<file path="config.mk">
export PLATFORM = sky130hd
export DESIGN_NAME = ccc_ctrl
export DESIGN_NICKNAME = d
export VERILOG_FILES = /design/src/include/ccc_pkg.sv /design/src/include/ccc_conv_if.sv /design/src/core/ccc_accum.sv /design/src/core/ccc_seq.sv /design/src/core/ccc_ctrl.sv
export SDC_FILE = /design/constraint.sdc
export NUM_CORES = 1
export LEC_CHECK = 0
export BUFFER_PORTS_ARGS = -buffer_cell sky130_fd_sc_hd__buf_2
export CAP_MARGIN = 20
export CORE_UTILIZATION = 30
export DETAILED_ROUTE_END_ITERATION = 8
export HOLD_SLACK_MARGIN = 0.12
export PLACE_DENSITY = 0.57
export SYNTH_ARGS = -nofsm -noshare
export SYNTH_HDL_FRONTEND = slang
export SYNTH_SLANG_ARGS = --single-unit
</file>
<file path="constraint.sdc">
create_clock -name core_clk -period 3.41 [get_ports core_clk]
set_clock_uncertainty 0.2 [all_clocks]
set_input_delay 0.5115 -clock core_clk [delete_from_list [all_inputs] [get_ports core_clk]]
set_output_delay 0.5115 -clock core_clk [all_outputs]
set_load 0.02 [all_outputs]
</file>
<file path="src/include/ccc_pkg.sv">
// ----------------------------------------------------------------
// constants of the capacitance converter control block
// ----------------------------------------------------------------
package ccc_pkg;
	// register byte offsets
	localparam logic [11:0] ADDR_CONTROL = 12'h000;
	localparam logic [11:0] ADDR_RESULT = 12'h004;
	localparam logic [11:0] ADDR_STATE = 12'h008;
	localparam logic [11:0] ADDR_RES_SETUP = 12'h00c;
	localparam logic [11:0] ADDR_OFFSET_SETUP = 12'h010;
	localparam logic [11:0] ADDR_RANGE_SETUP = 12'h014;
	localparam logic [11:0] ADDR_MATRIX_A = 12'h018;
	localparam logic [11:0] ADDR_MATRIX_B = 12'h01c;
	localparam logic [11:0] ADDR_LOW_THR = 12'h020;
	localparam logic [11:0] ADDR_HIGH_THR = 12'h024;
	localparam logic [11:0] ADDR_IRQ_ENABLE = 12'h028;
	localparam logic [11:0] ADDR_IRQ_RAW = 12'h02c;
	localparam logic [11:0] ADDR_IRQ_ENABLED = 12'h030;
	localparam logic [11:0] ADDR_IRQ_CLEAR = 12'h034;

	// control register fields
	localparam int unsigned CTL_START_BIT = 0;
	localparam int unsigned CTL_STOP_BIT = 1;
	localparam int unsigned CTL_MODE_BIT = 2;
	// state register field
	localparam int unsigned STATE_CONFLICT_BIT = 7;
	// resolution field position and width
	localparam int unsigned RES_LSB = 1;
	localparam int unsigned RES_W = 3;
	// interrupt condition bits
	localparam int unsigned IRQ_READY_BIT = 0;
	localparam int unsigned IRQ_LOW_BIT = 1;
	localparam int unsigned IRQ_HIGH_BIT = 2;
	localparam int unsigned IRQ_W = 3;

	// field widths
	localparam int unsigned MATRIX_W = 17;
	localparam int unsigned RESULT_W = 16;
	localparam int unsigned OFFSET_W = 6;
	localparam int unsigned RANGE_W = 2;

	// reset values
	localparam logic [2:0] RST_CONTROL = 3'h0;
	localparam logic [2:0] RST_RES = 3'h0;
	localparam logic [5:0] RST_OFFSET = 6'h00;
	localparam logic [1:0] RST_RANGE = 2'h0;
	localparam logic [16:0] RST_MATRIX = 17'h0_0000;
	localparam logic [15:0] RST_THR = 16'h0000;
	localparam logic [2:0] RST_IRQ = 3'h0;

	// sequencer states, gray coded
	typedef enum logic [1:0] {
		SEQ_IDLE = 2'h0,
		SEQ_RUN = 2'h1
	} ccc_seq_state_t;

	// result width in bits for a resolution code: 8,10,11,..,16
	function automatic logic [4:0] res_bits(input logic [2:0] code);
		return (code == 3'h0) ? 5'h08 : (5'(code) + 5'h09);
	endfunction
endpackage

</file>
<file path="src/include/ccc_conv_if.sv">
`timescale 1ns/1ps
// ----------------------------------------------------------------
// link between sequencer and bit-density accumulator
// ----------------------------------------------------------------
interface ccc_conv_if;
	logic launch;
	logic [2:0] res_code;
	logic busy;
	logic done;
	logic [15:0] result;
	modport seq (output launch, output res_code, input busy, input done, input result);
	modport acc (input launch, input res_code, output busy, output done, output result);
endinterface

</file>
<file path="src/core/ccc_accum.sv">
`timescale 1ns/1ps
// ----------------------------------------------------------------
// bit-density accumulator: counts modulator ones over 2^bits cycles
// ----------------------------------------------------------------
module ccc_accum (
	// clock and reset
	input wire logic core_clk,
	input wire logic resetn,
	// modulator stream
	input wire logic mod_bit,
	// conversion link
	ccc_conv_if.acc conv
);
	logic [16:0] cnt_q;
	logic [16:0] ones_q;
	logic [16:0] last_cnt;
	logic [16:0] ones_d;
	logic [2:0] code_q;
	logic busy_q;
	logic done_q;
	logic [15:0] result_q;

	// widest code takes twice the cycles of the next one
	assign last_cnt = (17'h0_0001 << ccc_pkg::res_bits(code_q)) - 17'h0_0001;
	// ones count including this cycle's sample, so the last busy cycle is not lost
	assign ones_d = ones_q + {16'h0000, mod_bit};

	// cycle counter and ones counter
	always_ff @(posedge core_clk or negedge resetn) begin
		if (!resetn) begin
			cnt_q <= 17'h0_0000;
			ones_q <= 17'h0_0000;
			code_q <= 3'h0;
			busy_q <= 1'b0;
		end else if (conv.launch) begin
			cnt_q <= 17'h0_0000;
			ones_q <= 17'h0_0000;
			code_q <= conv.res_code;
			busy_q <= 1'b1;
		end else if (busy_q) begin
			cnt_q <= cnt_q + 17'h0_0001;
			ones_q <= ones_d;
			if (cnt_q == last_cnt) begin
				busy_q <= 1'b0;
			end
		end
	end

	// result, saturated to sixteen bits
	always_ff @(posedge core_clk or negedge resetn) begin
		if (!resetn) begin
			done_q <= 1'b0;
			result_q <= 16'h0000;
		end else begin
			done_q <= busy_q && !conv.launch && (cnt_q == last_cnt);
			if (busy_q && !conv.launch && (cnt_q == last_cnt)) begin
				result_q <= ones_d[16] ? 16'hffff : ones_d[15:0];
			end
		end
	end

	assign conv.busy = busy_q;
	assign conv.done = done_q;
	assign conv.result = result_q;
endmodule

</file>
<file path="src/core/ccc_seq.sv">
`timescale 1ns/1ps
// ----------------------------------------------------------------
// conversion sequencer: single-shot and continuous operation
// ----------------------------------------------------------------
module ccc_seq (
	// clock and reset
	input wire logic core_clk,
	input wire logic resetn,
	// control bits
	input wire logic start,
	input wire logic stop,
	input wire logic mode,
	input wire logic conflict,
	input wire logic [2:0] res_code,
	// end of measurement pulse
	output logic finish,
	// conversion link
	ccc_conv_if.seq conv
);
	ccc_pkg::ccc_seq_state_t state_q;
	logic launch_d;
	logic finish_d;
	logic again;

	// continuous mode keeps going unless stop or a conflict shows up
	assign again = mode && !stop && !conflict;

	always_comb begin
		launch_d = 1'b0;
		finish_d = 1'b0;
		case (state_q)
			ccc_pkg::SEQ_IDLE: launch_d = start && !conflict;
			ccc_pkg::SEQ_RUN: begin
				launch_d = conv.done && again;
				finish_d = conv.done && !again;
			end
			default: ;
		endcase
	end

	// state register
	always_ff @(posedge core_clk or negedge resetn) begin
		if (!resetn) begin
			state_q <= ccc_pkg::SEQ_IDLE;
		end else begin
			case (state_q)
				ccc_pkg::SEQ_IDLE: if (launch_d) state_q <= ccc_pkg::SEQ_RUN;
				ccc_pkg::SEQ_RUN: if (finish_d) state_q <= ccc_pkg::SEQ_IDLE;
				default: state_q <= ccc_pkg::SEQ_IDLE;
			endcase
		end
	end

	assign conv.launch = launch_d;
	assign conv.res_code = res_code;
	assign finish = finish_d;
endmodule

</file>
<file path="src/core/ccc_ctrl.sv">
// Design decision made here: the APB register port.
`timescale 1ns/1ps
// What this block does
// - start bit self-clears after measurement
// - stop halts continuous after current conversion
// - stop ignored in single-shot mode
// - mode bit: single-shot or continuous
// - reading result clears interrupt conditions
// - result unsigned in bits 15:0
// - state bit 7 flags matrix overlap
// - resolution code selects 8 to 16 bits
// - widest resolution doubles conversion time
// - two matrices feed ports A, B
// - pairs 0-2 external, 11-16 internal references
// - fourteen word registers, clear is write-only
// - matrix overlap refuses conversions
// - raw and enabled interrupt status views
// - threshold interrupts gated by enables
module ccc_ctrl (
	// clock and reset
	input wire logic core_clk,
	input wire logic resetn,
	// apb slave
	input wire logic psel,
	input wire logic penable,
	input wire logic pwrite,
	input wire logic [11:0] paddr,
	input wire logic [31:0] pwdata,
	output logic [31:0] prdata,
	output logic pready,
	output logic pslverr,
	// modulator bit stream
	input wire logic mod_bit,
	// analog settings
	output logic [16:0] port_a_sel,
	output logic [16:0] port_b_sel,
	output logic [5:0] offset_cap,
	output logic [1:0] range_cap,
	// status
	output logic conv_busy,
	output logic irq
);
	// ----------------------------------------------------------------
	// registers
	// ----------------------------------------------------------------
	logic start_q;
	logic stop_q;
	logic mode_q;
	logic [2:0] res_q;
	logic [5:0] offset_q;
	logic [1:0] range_q;
	logic [16:0] matrix_a_q;
	logic [16:0] matrix_b_q;
	logic [15:0] low_thr_q;
	logic [15:0] high_thr_q;
	logic [2:0] irq_en_q;
	logic [2:0] raw_q;
	logic [15:0] result_q;
	logic cmp_pending_q;
	logic [31:0] prdata_q;
	logic pready_q;
	logic pslverr_q;
	logic irq_q;

	// ----------------------------------------------------------------
	// bus decode
	// ----------------------------------------------------------------
	logic access;
	logic wr;
	logic rd;
	logic [31:0] rdata_d;
	logic hit_d;
	logic wr_ctl;
	logic rd_result;
	logic wr_clr;
	logic conflict;
	logic finish;
	logic [2:0] set_mask;
	logic [2:0] clr_mask;

	ccc_conv_if conv ();

	// access phase completes on the edge where pready is high
	assign access = psel && penable && pready_q;
	assign wr = access && pwrite;
	assign rd = access && !pwrite;
	assign wr_ctl = wr && (paddr == ccc_pkg::ADDR_CONTROL);
	assign rd_result = rd && (paddr == ccc_pkg::ADDR_RESULT);
	assign wr_clr = wr && (paddr == ccc_pkg::ADDR_IRQ_CLEAR);
	// same pair selected in both matrices
	assign conflict = |(matrix_a_q & matrix_b_q);

	// read data mux, reserved bits read zero
	always_comb begin
		rdata_d = 32'h0000_0000;
		hit_d = 1'b1;
		case (paddr)
			ccc_pkg::ADDR_CONTROL: begin
				rdata_d[ccc_pkg::CTL_START_BIT] = start_q;
				rdata_d[ccc_pkg::CTL_STOP_BIT] = stop_q;
				rdata_d[ccc_pkg::CTL_MODE_BIT] = mode_q;
			end
			ccc_pkg::ADDR_RESULT: rdata_d[15:0] = result_q;
			ccc_pkg::ADDR_STATE: rdata_d[ccc_pkg::STATE_CONFLICT_BIT] = conflict;
			ccc_pkg::ADDR_RES_SETUP: rdata_d[ccc_pkg::RES_LSB +: ccc_pkg::RES_W] = res_q;
			ccc_pkg::ADDR_OFFSET_SETUP: rdata_d[5:0] = offset_q;
			ccc_pkg::ADDR_RANGE_SETUP: rdata_d[1:0] = range_q;
			ccc_pkg::ADDR_MATRIX_A: rdata_d[16:0] = matrix_a_q;
			ccc_pkg::ADDR_MATRIX_B: rdata_d[16:0] = matrix_b_q;
			ccc_pkg::ADDR_LOW_THR: rdata_d[15:0] = low_thr_q;
			ccc_pkg::ADDR_HIGH_THR: rdata_d[15:0] = high_thr_q;
			ccc_pkg::ADDR_IRQ_ENABLE: rdata_d[2:0] = irq_en_q;
			ccc_pkg::ADDR_IRQ_RAW: rdata_d[2:0] = raw_q;
			ccc_pkg::ADDR_IRQ_ENABLED: rdata_d[2:0] = raw_q & irq_en_q;
			ccc_pkg::ADDR_IRQ_CLEAR: rdata_d = 32'h0000_0000;
			default: hit_d = 1'b0;
		endcase
	end

	// ----------------------------------------------------------------
	// apb handshake: one wait state, answer registered
	// ----------------------------------------------------------------
	always_ff @(posedge core_clk or negedge resetn) begin
		if (!resetn) begin
			pready_q <= 1'b0;
			prdata_q <= 32'h0000_0000;
			pslverr_q <= 1'b0;
		end else begin
			pready_q <= psel && penable && !pready_q;
			if (psel && penable && !pready_q) begin
				prdata_q <= pwrite ? 32'h0000_0000 : rdata_d;
				pslverr_q <= !hit_d;
			end else begin
				prdata_q <= 32'h0000_0000;
				pslverr_q <= 1'b0;
			end
		end
	end

	// ----------------------------------------------------------------
	// control register
	// ----------------------------------------------------------------
	// a software write of start wins over the self-clear
	always_ff @(posedge core_clk or negedge resetn) begin
		if (!resetn) begin
			start_q <= ccc_pkg::RST_CONTROL[ccc_pkg::CTL_START_BIT];
			stop_q <= ccc_pkg::RST_CONTROL[ccc_pkg::CTL_STOP_BIT];
			mode_q <= ccc_pkg::RST_CONTROL[ccc_pkg::CTL_MODE_BIT];
		end else if (wr_ctl) begin
			start_q <= pwdata[ccc_pkg::CTL_START_BIT] || (start_q && !finish);
			// stop is only taken with continuous mode selected
			stop_q <= pwdata[ccc_pkg::CTL_MODE_BIT] && pwdata[ccc_pkg::CTL_STOP_BIT];
			mode_q <= pwdata[ccc_pkg::CTL_MODE_BIT];
		end else if (finish) begin
			start_q <= 1'b0;
			stop_q <= 1'b0;
		end
	end

	// ----------------------------------------------------------------
	// setup, matrix and threshold registers
	// ----------------------------------------------------------------
	always_ff @(posedge core_clk or negedge resetn) begin
		if (!resetn) begin
			res_q <= ccc_pkg::RST_RES;
			offset_q <= ccc_pkg::RST_OFFSET;
			range_q <= ccc_pkg::RST_RANGE;
		end else if (wr) begin
			if (paddr == ccc_pkg::ADDR_RES_SETUP) res_q <= pwdata[ccc_pkg::RES_LSB +: ccc_pkg::RES_W];
			if (paddr == ccc_pkg::ADDR_OFFSET_SETUP) offset_q <= pwdata[5:0];
			if (paddr == ccc_pkg::ADDR_RANGE_SETUP) range_q <= pwdata[1:0];
		end
	end

	// input pair selections, one bit per pair
	always_ff @(posedge core_clk or negedge resetn) begin
		if (!resetn) begin
			matrix_a_q <= ccc_pkg::RST_MATRIX;
			matrix_b_q <= ccc_pkg::RST_MATRIX;
		end else if (wr) begin
			if (paddr == ccc_pkg::ADDR_MATRIX_A) matrix_a_q <= pwdata[16:0];
			if (paddr == ccc_pkg::ADDR_MATRIX_B) matrix_b_q <= pwdata[16:0];
		end
	end

	always_ff @(posedge core_clk or negedge resetn) begin
		if (!resetn) begin
			low_thr_q <= ccc_pkg::RST_THR;
			high_thr_q <= ccc_pkg::RST_THR;
			irq_en_q <= ccc_pkg::RST_IRQ;
		end else if (wr) begin
			if (paddr == ccc_pkg::ADDR_LOW_THR) low_thr_q <= pwdata[15:0];
			if (paddr == ccc_pkg::ADDR_HIGH_THR) high_thr_q <= pwdata[15:0];
			if (paddr == ccc_pkg::ADDR_IRQ_ENABLE) irq_en_q <= pwdata[2:0];
		end
	end

	// ----------------------------------------------------------------
	// conversion engine
	// ----------------------------------------------------------------
	ccc_seq u_seq (
		.core_clk(core_clk),
		.resetn(resetn),
		.start(start_q),
		.stop(stop_q),
		.mode(mode_q),
		.conflict(conflict),
		.res_code(res_q),
		.finish(finish),
		.conv(conv.seq)
	);

	ccc_accum u_accum (
		.core_clk(core_clk),
		.resetn(resetn),
		.mod_bit(mod_bit),
		.conv(conv.acc)
	);

	// result loaded with ready; thresholds compared one cycle later
	always_ff @(posedge core_clk or negedge resetn) begin
		if (!resetn) begin
			result_q <= 16'h0000;
			cmp_pending_q <= 1'b0;
		end else begin
			cmp_pending_q <= conv.done;
			if (conv.done) begin
				result_q <= conv.result;
			end
		end
	end

	// ----------------------------------------------------------------
	// interrupt conditions
	// ----------------------------------------------------------------
	always_comb begin
		set_mask = 3'h0;
		set_mask[ccc_pkg::IRQ_READY_BIT] = conv.done;
		set_mask[ccc_pkg::IRQ_LOW_BIT] = cmp_pending_q && (result_q < low_thr_q);
		set_mask[ccc_pkg::IRQ_HIGH_BIT] = cmp_pending_q && (result_q > high_thr_q);
		clr_mask = 3'h0;
		if (rd_result) begin
			clr_mask = 3'h7;
		end else if (wr_clr) begin
			clr_mask = pwdata[2:0];
		end
	end

	// set wins over a clear in the same cycle
	always_ff @(posedge core_clk or negedge resetn) begin
		if (!resetn) begin
			raw_q <= ccc_pkg::RST_IRQ;
		end else begin
			raw_q <= (raw_q & ~clr_mask) | set_mask;
		end
	end

	// level interrupt while an enabled condition stands
	always_ff @(posedge core_clk or negedge resetn) begin
		if (!resetn) begin
			irq_q <= 1'b0;
		end else begin
			irq_q <= |(raw_q & irq_en_q);
		end
	end

	// ----------------------------------------------------------------
	// outputs
	// ----------------------------------------------------------------
	assign prdata = prdata_q;
	assign pready = pready_q;
	assign pslverr = pslverr_q;
	assign port_a_sel = matrix_a_q;
	assign port_b_sel = matrix_b_q;
	assign offset_cap = offset_q;
	assign range_cap = range_q;
	assign conv_busy = conv.busy;
	assign irq = irq_q;
endmodule

</file>
==> results of run 1 <==
[per-layer routing]
metal	global-route usage, %	routed length [um]
met5	0	0
met4	4.800	386
met3	2.482	1178
met1	21.27	11920
met2	24.95	11910
[worst min-delay path, cell delays in order]
cell and delay [ns]:
buf_2 0.12, nand2_1 0.05, o21ai_0 0.06
[through the flow]
step	hold WS [ns]	instance area (um2)	cells
final	0.1399	11620	1504
after floorplan	0.01591	9906	960
after CTS	0.1251	11540	1500
after global routing	0.1491	11620	1504
after global placement	0.2889	10900	1466
after detailed placement	0.2888	10900	1466
[cell type report]
class | instances | area share [%]
multi-input combinational | 673 | 42.47
sequential | 179 | 38.54
timing repair buffer | 142 | 7.524
tap | 435 | 4.682
clock buffer | 17 | 3.660
clock inverter | 15 | 1.744
inverter | 43 | 1.389
[layout by cell type (no fill, tap or decap), types with 12 or more instances in the layout]
cell | Yosys | final
xnor2_1 | 20 | 20
buf_4 | 17 | 40
ha_1 | 38 | 34
nand2_1 | 88 | 88
conb_1 | 2 | 16
nor3_1 | 18 | 16
a22oi_1 | 25 | 25
a222oi_1 | 12 | 12
nand4_1 | 21 | 21
dfrtp_1 | 179 | 179
buf_2 | 9 | 96
clkbuf_16 | 0 | 17
nor2_1 | 71 | 71
a21o_1 | 13 | 13
nand3_1 | 28 | 28
o21ai_0 | 38 | 37
a21oi_1 | 24 | 24
xor2_1 | 30 | 30
mux2_2 | 85 | 85
inv_1 | 43 | 41
[registers in the layout, indices dropped and copies added, names as in the netlist, 6 cells and up]
| register | count |
|---|---|
| u_accum.conv.result | 16 |
| prdata | 17 |
| port_a_sel | 17 |
| u_accum.ones_q | 17 |
| result_q | 16 |
| port_b_sel | 17 |
| high_thr_q | 16 |
| offset_cap | 6 |
| low_thr_q | 16 |
| u_accum.cnt_q | 17 |
[final timing paths]
kind                                                      from  depth (start not counted)  slack, ns                             endpoint
hold / removal                                       pwdata[7]                          3       0.14            port_a_sel[7]$_DFFE_PN0P_
setup reg to reg                 u_accum.code_q[0]$_DFFE_PN0P_                         12       0.14  u_accum.conv.result[12]$_DFFE_PN0P_
setup / recovery                 u_accum.code_q[0]$_DFFE_PN0P_                         12       0.14  u_accum.conv.result[12]$_DFFE_PN0P_
min in group asynchronous                               resetn                          2       0.49       u_accum.ones_q[11]$_DFFE_PN0P_
hold reg to reg            u_accum.conv.result[12]$_DFFE_PN0P_                          1       0.30             result_q[12]$_DFFE_PN0P_
max in group asynchronous                               resetn                          3       1.63            low_thr_q[14]$_DFFE_PN0P_
[timing repair]
item | in CTS | in global routing
endpoints found under the setup margin | 0 | 17
hold endpoints to repair | 81 | 0
gates resized for setup | 0 | 8
hold buffers | 2 | 0
buffers inserted | 0 | 4
[power breakdown]
part	switching, mW	leakage [nW]	internal, mW
Clock	1.02	0.298	1.01
Sequential	0.00458	2.39	2.12
Combinational	0.114	2.89	0.0396
Total	1.14	5.58	3.17
[cell families (layout without fill, tap and decap cells)]
group / after synthesis / after routing / share of synthesized area [%]
flip-flops: 179 / 179 / 45.62
adder cells (fa/ha/maj): 38 / 38 / 4.843
AO/OA/AOI/OAI: 174 / 174 / 12.57
other: 2 / 16 / 0.07649
AND/OR/NAND/NOR: 294 / 294 / 14.92
buffers and inverters: 108 / 217 / 5.492
XOR/XNOR: 52 / 52 / 4.792
multiplexers: 99 / 99 / 11.69
==> results.json, run 1 <==
{
  "status": "finished clean",
  "start_kind": "flop",
  "ys_ff_latch": 179,
  "post-route-period-util_pct": 95.84,
  "grt_util_all_layers_pct": 15.49,
  "synthArstFlopShare_pct": 100.0,
  "cts_buffers": 17,
  "crit_chain": "ha_2, ha_4, nor3b_4, o21ai_2, ha_4, and2_2, a2111oi_2, nor3_1, a211oi_2, nand4_4, buf_12, mux2_4",
  "nets": 1144,
  "port_buffers": 97,
  "cts.sinks": 179,
  "dp_hpwl_mm": 18.28,
  "grt_pass1_wl_mm": 40.46,
  "drive_above_1_share_pct": 28.25,
  "cts_buffer_depth": 2,
  "yosysTopAreaCellShare_pct": 45.62,
  "fmaxAchievable_mhz": 306.0,
  "period_needed_ns": 3.268,
  "syn_avg_cell_area_um2": 10.38,
  "p_total_mw": 4.313,
  "post-route-util_pct": 36.46,
  "drtIter0Drc": 534,
  "yosys.area.top_type": "dfrtp_1",
  "start_util_pct": 30.80,
  "finalMaxSlewViolations": 0,
  "max_stage_delay_ns": 0.41,
  "areaGrowthSynthToFinish_pct": 18.39,
  "worstPathRequired_ns": 3.52,
  "cts_tree": "yes",
  "grt_max_degree": 83,
  "dieArea_mm2": 0.03345,
  "ys_top_cells_by_count": "dfrtp_1, nand2_1, mux2_2",
  "antenna_found_initial": 0,
  "antennaDiodeCount": 0,
  "ir_worst_vdd_uv": 324.2,
  "worstPathArrival_ns": 3.38,
  "synth_warnings": 0,
  "ioPinCount": 128,
  "cts_root_buffer": "clkbuf_16",
  "synth_edf_count": 0,
  "rsz0062_at_grt": "no",
  "place.gp.congestion": 0.8435,
  "multiInputGateArea_mm2": 0.004936,
  "num_rows": 65,
  "worstMarginPinSlew_ns": 0.7269,
  "syn_area_mm2": 0.009818,
  "synth_cell_types": 73,
  "crit_fanout": 16,
  "totalWireLength_mm": 25.39,
  "setup_violations": 0,
  "relSlewSlack_pct": 51.54,
  "synthCells": 946,
  "ant_nets": 0,
  "fin_ws_ns": 0.1418,
  "nFillCells": 3191,
  "wire_per_inst_um": 16.88,
  "cellPowerDensity_mw_per_mm2": 371.1,
  "vias": 7577,
  "core-area_mm2": 0.03188,
  "cap_viol_max_count": 0,
  "power.leakage_nw": 5.577,
  "grt_overflow_total": 0,
  "firstDrtPassIters": 5,
  "drc": 0,
  "die_h_um": 182.9,
  "synth_most_common_cell": "dfrtp_1",
  "critPathSlowestCell": "dfrtp_1",
  "path_class": "flop to flop",
  "dp_slack_ns": 0.02061,
  "critPathTopFamily": "compound AO/OA/AOI/OAI gates",
  "hold_viol_final": 0,
  "fp.dieW_um": 182.9,
  "netlist_top_cells_area": "dfrtp_1, mux2_2, ha_1",
  "cts_max_level": 4,
  "seqCellArea_mm2": 0.004479,
  "ys_seq_area_share_pct": 45.62,
  "timing.setup.tns_ns": 0,
  "grt_pass1_vias": 7235,
  "holdCritPathClass": "input pin to flop",
  "clock_latency_ns": 0.44,
  "crit_top_cell": "ha_4",
  "synthFlopType": "dfrtp_1",
  "crit_buf_inv": 1,
  "clk_pin_slew_ns": 0.08,
  "end_kind": "flop",
  "routed_via_density": 5.038
}
No activity file was read; power rests on OpenSTA's default activity.
==> run 2, diff against run 1 <==
CORE_MARGIN = 2   (was not set)
==> run 2 against run 1 <==
Effect of this change: register-to-register slack hardly changed; sequential share of layout area is 0.24 points lower; critical path depth is 1 lower; utilization is 0.33 points lower; routed wire length is 1.9% higher; die area is 2.2% higher; critical endpoint is now u_accum.conv.result[10]$_DFFE_PN0P_; largest cell class unchanged; largest power group unchanged.
==> results.json, run 2 (same netlist as run 1, synthesis figures left out) <==
{
  "grt_overflow_total": 0,
  "antennaDiodeCount": 0,
  "totalWireLength_mm": 25.87,
  "wire_per_inst_um": 17.13,
  "port_buffers": 97,
  "post-route-period-util_pct": 95.55,
  "period_needed_ns": 3.258,
  "cts.sinks": 179,
  "drtIter0Drc": 495,
  "areaGrowthSynthToFinish_pct": 19.12,
  "grt_max_degree": 66,
  "worstPathArrival_ns": 3.38,
  "max_stage_delay_ns": 0.51,
  "nets": 1143,
  "grt_pass1_wl_mm": 41.65,
  "cts_buffers": 17,
  "worstMarginPinSlew_ns": 0.7439,
  "dp_hpwl_mm": 18.70,
  "fin_ws_ns": 0.1519,
  "status": "finished clean",
  "nFillCells": 3267,
  "relSlewSlack_pct": 50.41,
  "p_total_mw": 4.401,
  "stdcell_count": 1510,
  "final_cell_mix": "dfrtp_1, buf_2, nand2_1",
  "cts_root_buffer": "clkbuf_16",
  "cts_max_level": 4,
  "ioPinCount": 128,
  "seqCellArea_mm2": 0.004479,
  "start_kind": "flop",
  "clock_latency_ns": 0.45,
  "dp_cells": 1474,
  "timing.setup.tns_ns": 0,
  "power.leakage_nw": 5.592,
  "dp_slack_ns": 0.08472,
  "post-route-util_pct": 36.13,
  "vias": 7552,
  "firstDrtPassIters": 7,
  "cellPowerDensity_mw_per_mm2": 376.3,
  "crit_chain": "ha_2, ha_2, buf_4, or4_1, o311a_2, xnor2_2, nand3_1, nor3_4, nand4_4, buf_12, mux2_4",
  "routed_via_density": 5.001,
  "path_class": "flop to flop",
  "clk_pin_slew_ns": 0.09,
  "crit_fanout": 16,
  "core-area_mm2": 0.03237,
  "crit_top_cell": "ha_2",
  "ant_nets": 0,
  "ir_worst_vdd_uv": 294.8,
  "end_kind": "flop",
  "die_h_um": 184.9,
  "drive_above_1_share_pct": 28.18,
  "setup_violations": 0,
  "num_rows": 66,
  "antenna_found_initial": 0,
  "worstPathRequired_ns": 3.53,
  "dieArea_mm2": 0.03419,
  "holdCritPathClass": "input pin to flop",
  "place.gp.congestion": 0.8448,
  "start_util_pct": 30.33,
  "cts_tree": "yes",
  "grt_util_all_layers_pct": 15.56,
  "drc": 0,
  "fmaxAchievable_mhz": 306.9,
  "hold_viol_final": 0,
  "grt_pass1_vias": 7472,
  "critPathSlowestCell": "or4_1",
  "cts_buffer_depth": 2,
  "cap_viol_max_count": 0,
  "fp.dieW_um": 184.9,
  "multiInputGateArea_mm2": 0.004962,
  "post_cts_buffers": 0,
  "final_common_cell": "dfrtp_1",
  "finalMaxSlewViolations": 0,
  "rsz0062_at_grt": "no"
}
## run 2: changes by cell type in the layout (fill, tap and decap cells not counted), sizes merged
cell         before  now
inv              49   52
buf             139  136
clkinv            8    6
clkinvlp          1    0
dlygate4sd3       2    4
## run 2: path summary, 6_finish.rpt
check                                                   startpoint  slack [ns]  depth (start not counted)                             endpoint
max in group asynchronous                                   resetn        1.81                          3       u_accum.ones_q[11]$_DFFE_PN0P_
worst min register to register  u_accum.conv.result[0]$_DFFE_PN0P_        0.28                          2              result_q[0]$_DFFE_PN0P_
worst min-delay path                                    pwdata[12]        0.15                          3            low_thr_q[12]$_DFFE_PN0P_
min in group asynchronous                                   resetn        0.40                          2       u_accum.ones_q[12]$_DFFE_PN0P_
worst max register to register       u_accum.code_q[0]$_DFFE_PN0P_        0.15                         11  u_accum.conv.result[10]$_DFFE_PN0P_
worst max-delay path                 u_accum.code_q[0]$_DFFE_PN0P_        0.15                         11  u_accum.conv.result[10]$_DFFE_PN0P_
## run 2: layer usage
metal / vias up / wire length [um] / global-route usage (%)
met5: - / 0 / 0
met4: 0 / 364 / 4.635
met3: 26 / 1148 / 2.871
met2: 192 / 12110 / 24.94
met1: 3741 / 12250 / 21.38
li1: 3593 / - / -
## run 2: through the flow
step	hold WS, ns	cell area [um2]
after floorplan	0.01591	9906
after global placement	0.2676	10930
after detailed placement	0.2703	10930
after CTS	0.1260	11620
after global routing	0.1457	11700
final	0.1519	11700
## run 2: power by group
| group | switching [mW] | internal [mW] | leakage, nW |
|---|---|---|---|
| logic | 0.116 | 0.0411 | 2.89 |
| clock network | 1.07 | 1.04 | 0.315 |
| registers | 0.00500 | 2.12 | 2.39 |
## run 2: final cells by class
type | instances | area share, %
multi-input cells | 673 | 42.43
flip-flops and latches | 179 | 38.30
repair buffers | 141 | 7.564
well taps | 442 | 4.729
clock buffers | 17 | 3.638
clock inverters | 15 | 1.958
inverters | 43 | 1.380
## run 2: timing repair
action,CTS,global route
hold endpoints to repair,52,0
resized for setup,0,11
hold buffers,4,0
setup endpoints to repair,0,17
## run 2: worst max-delay path, delay by kind of cell (launching register included)
kind	cells	cell delay [ns]
AND/OR/NAND/NOR	4	1.03
multiplexers	1	0.29
buffers and inverters	2	0.36
AO/OA/AOI/OAI	1	0.17
XOR/XNOR	1	0.18
flip-flops	1	0.42
adder cells (fa/ha/maj)	2	0.47
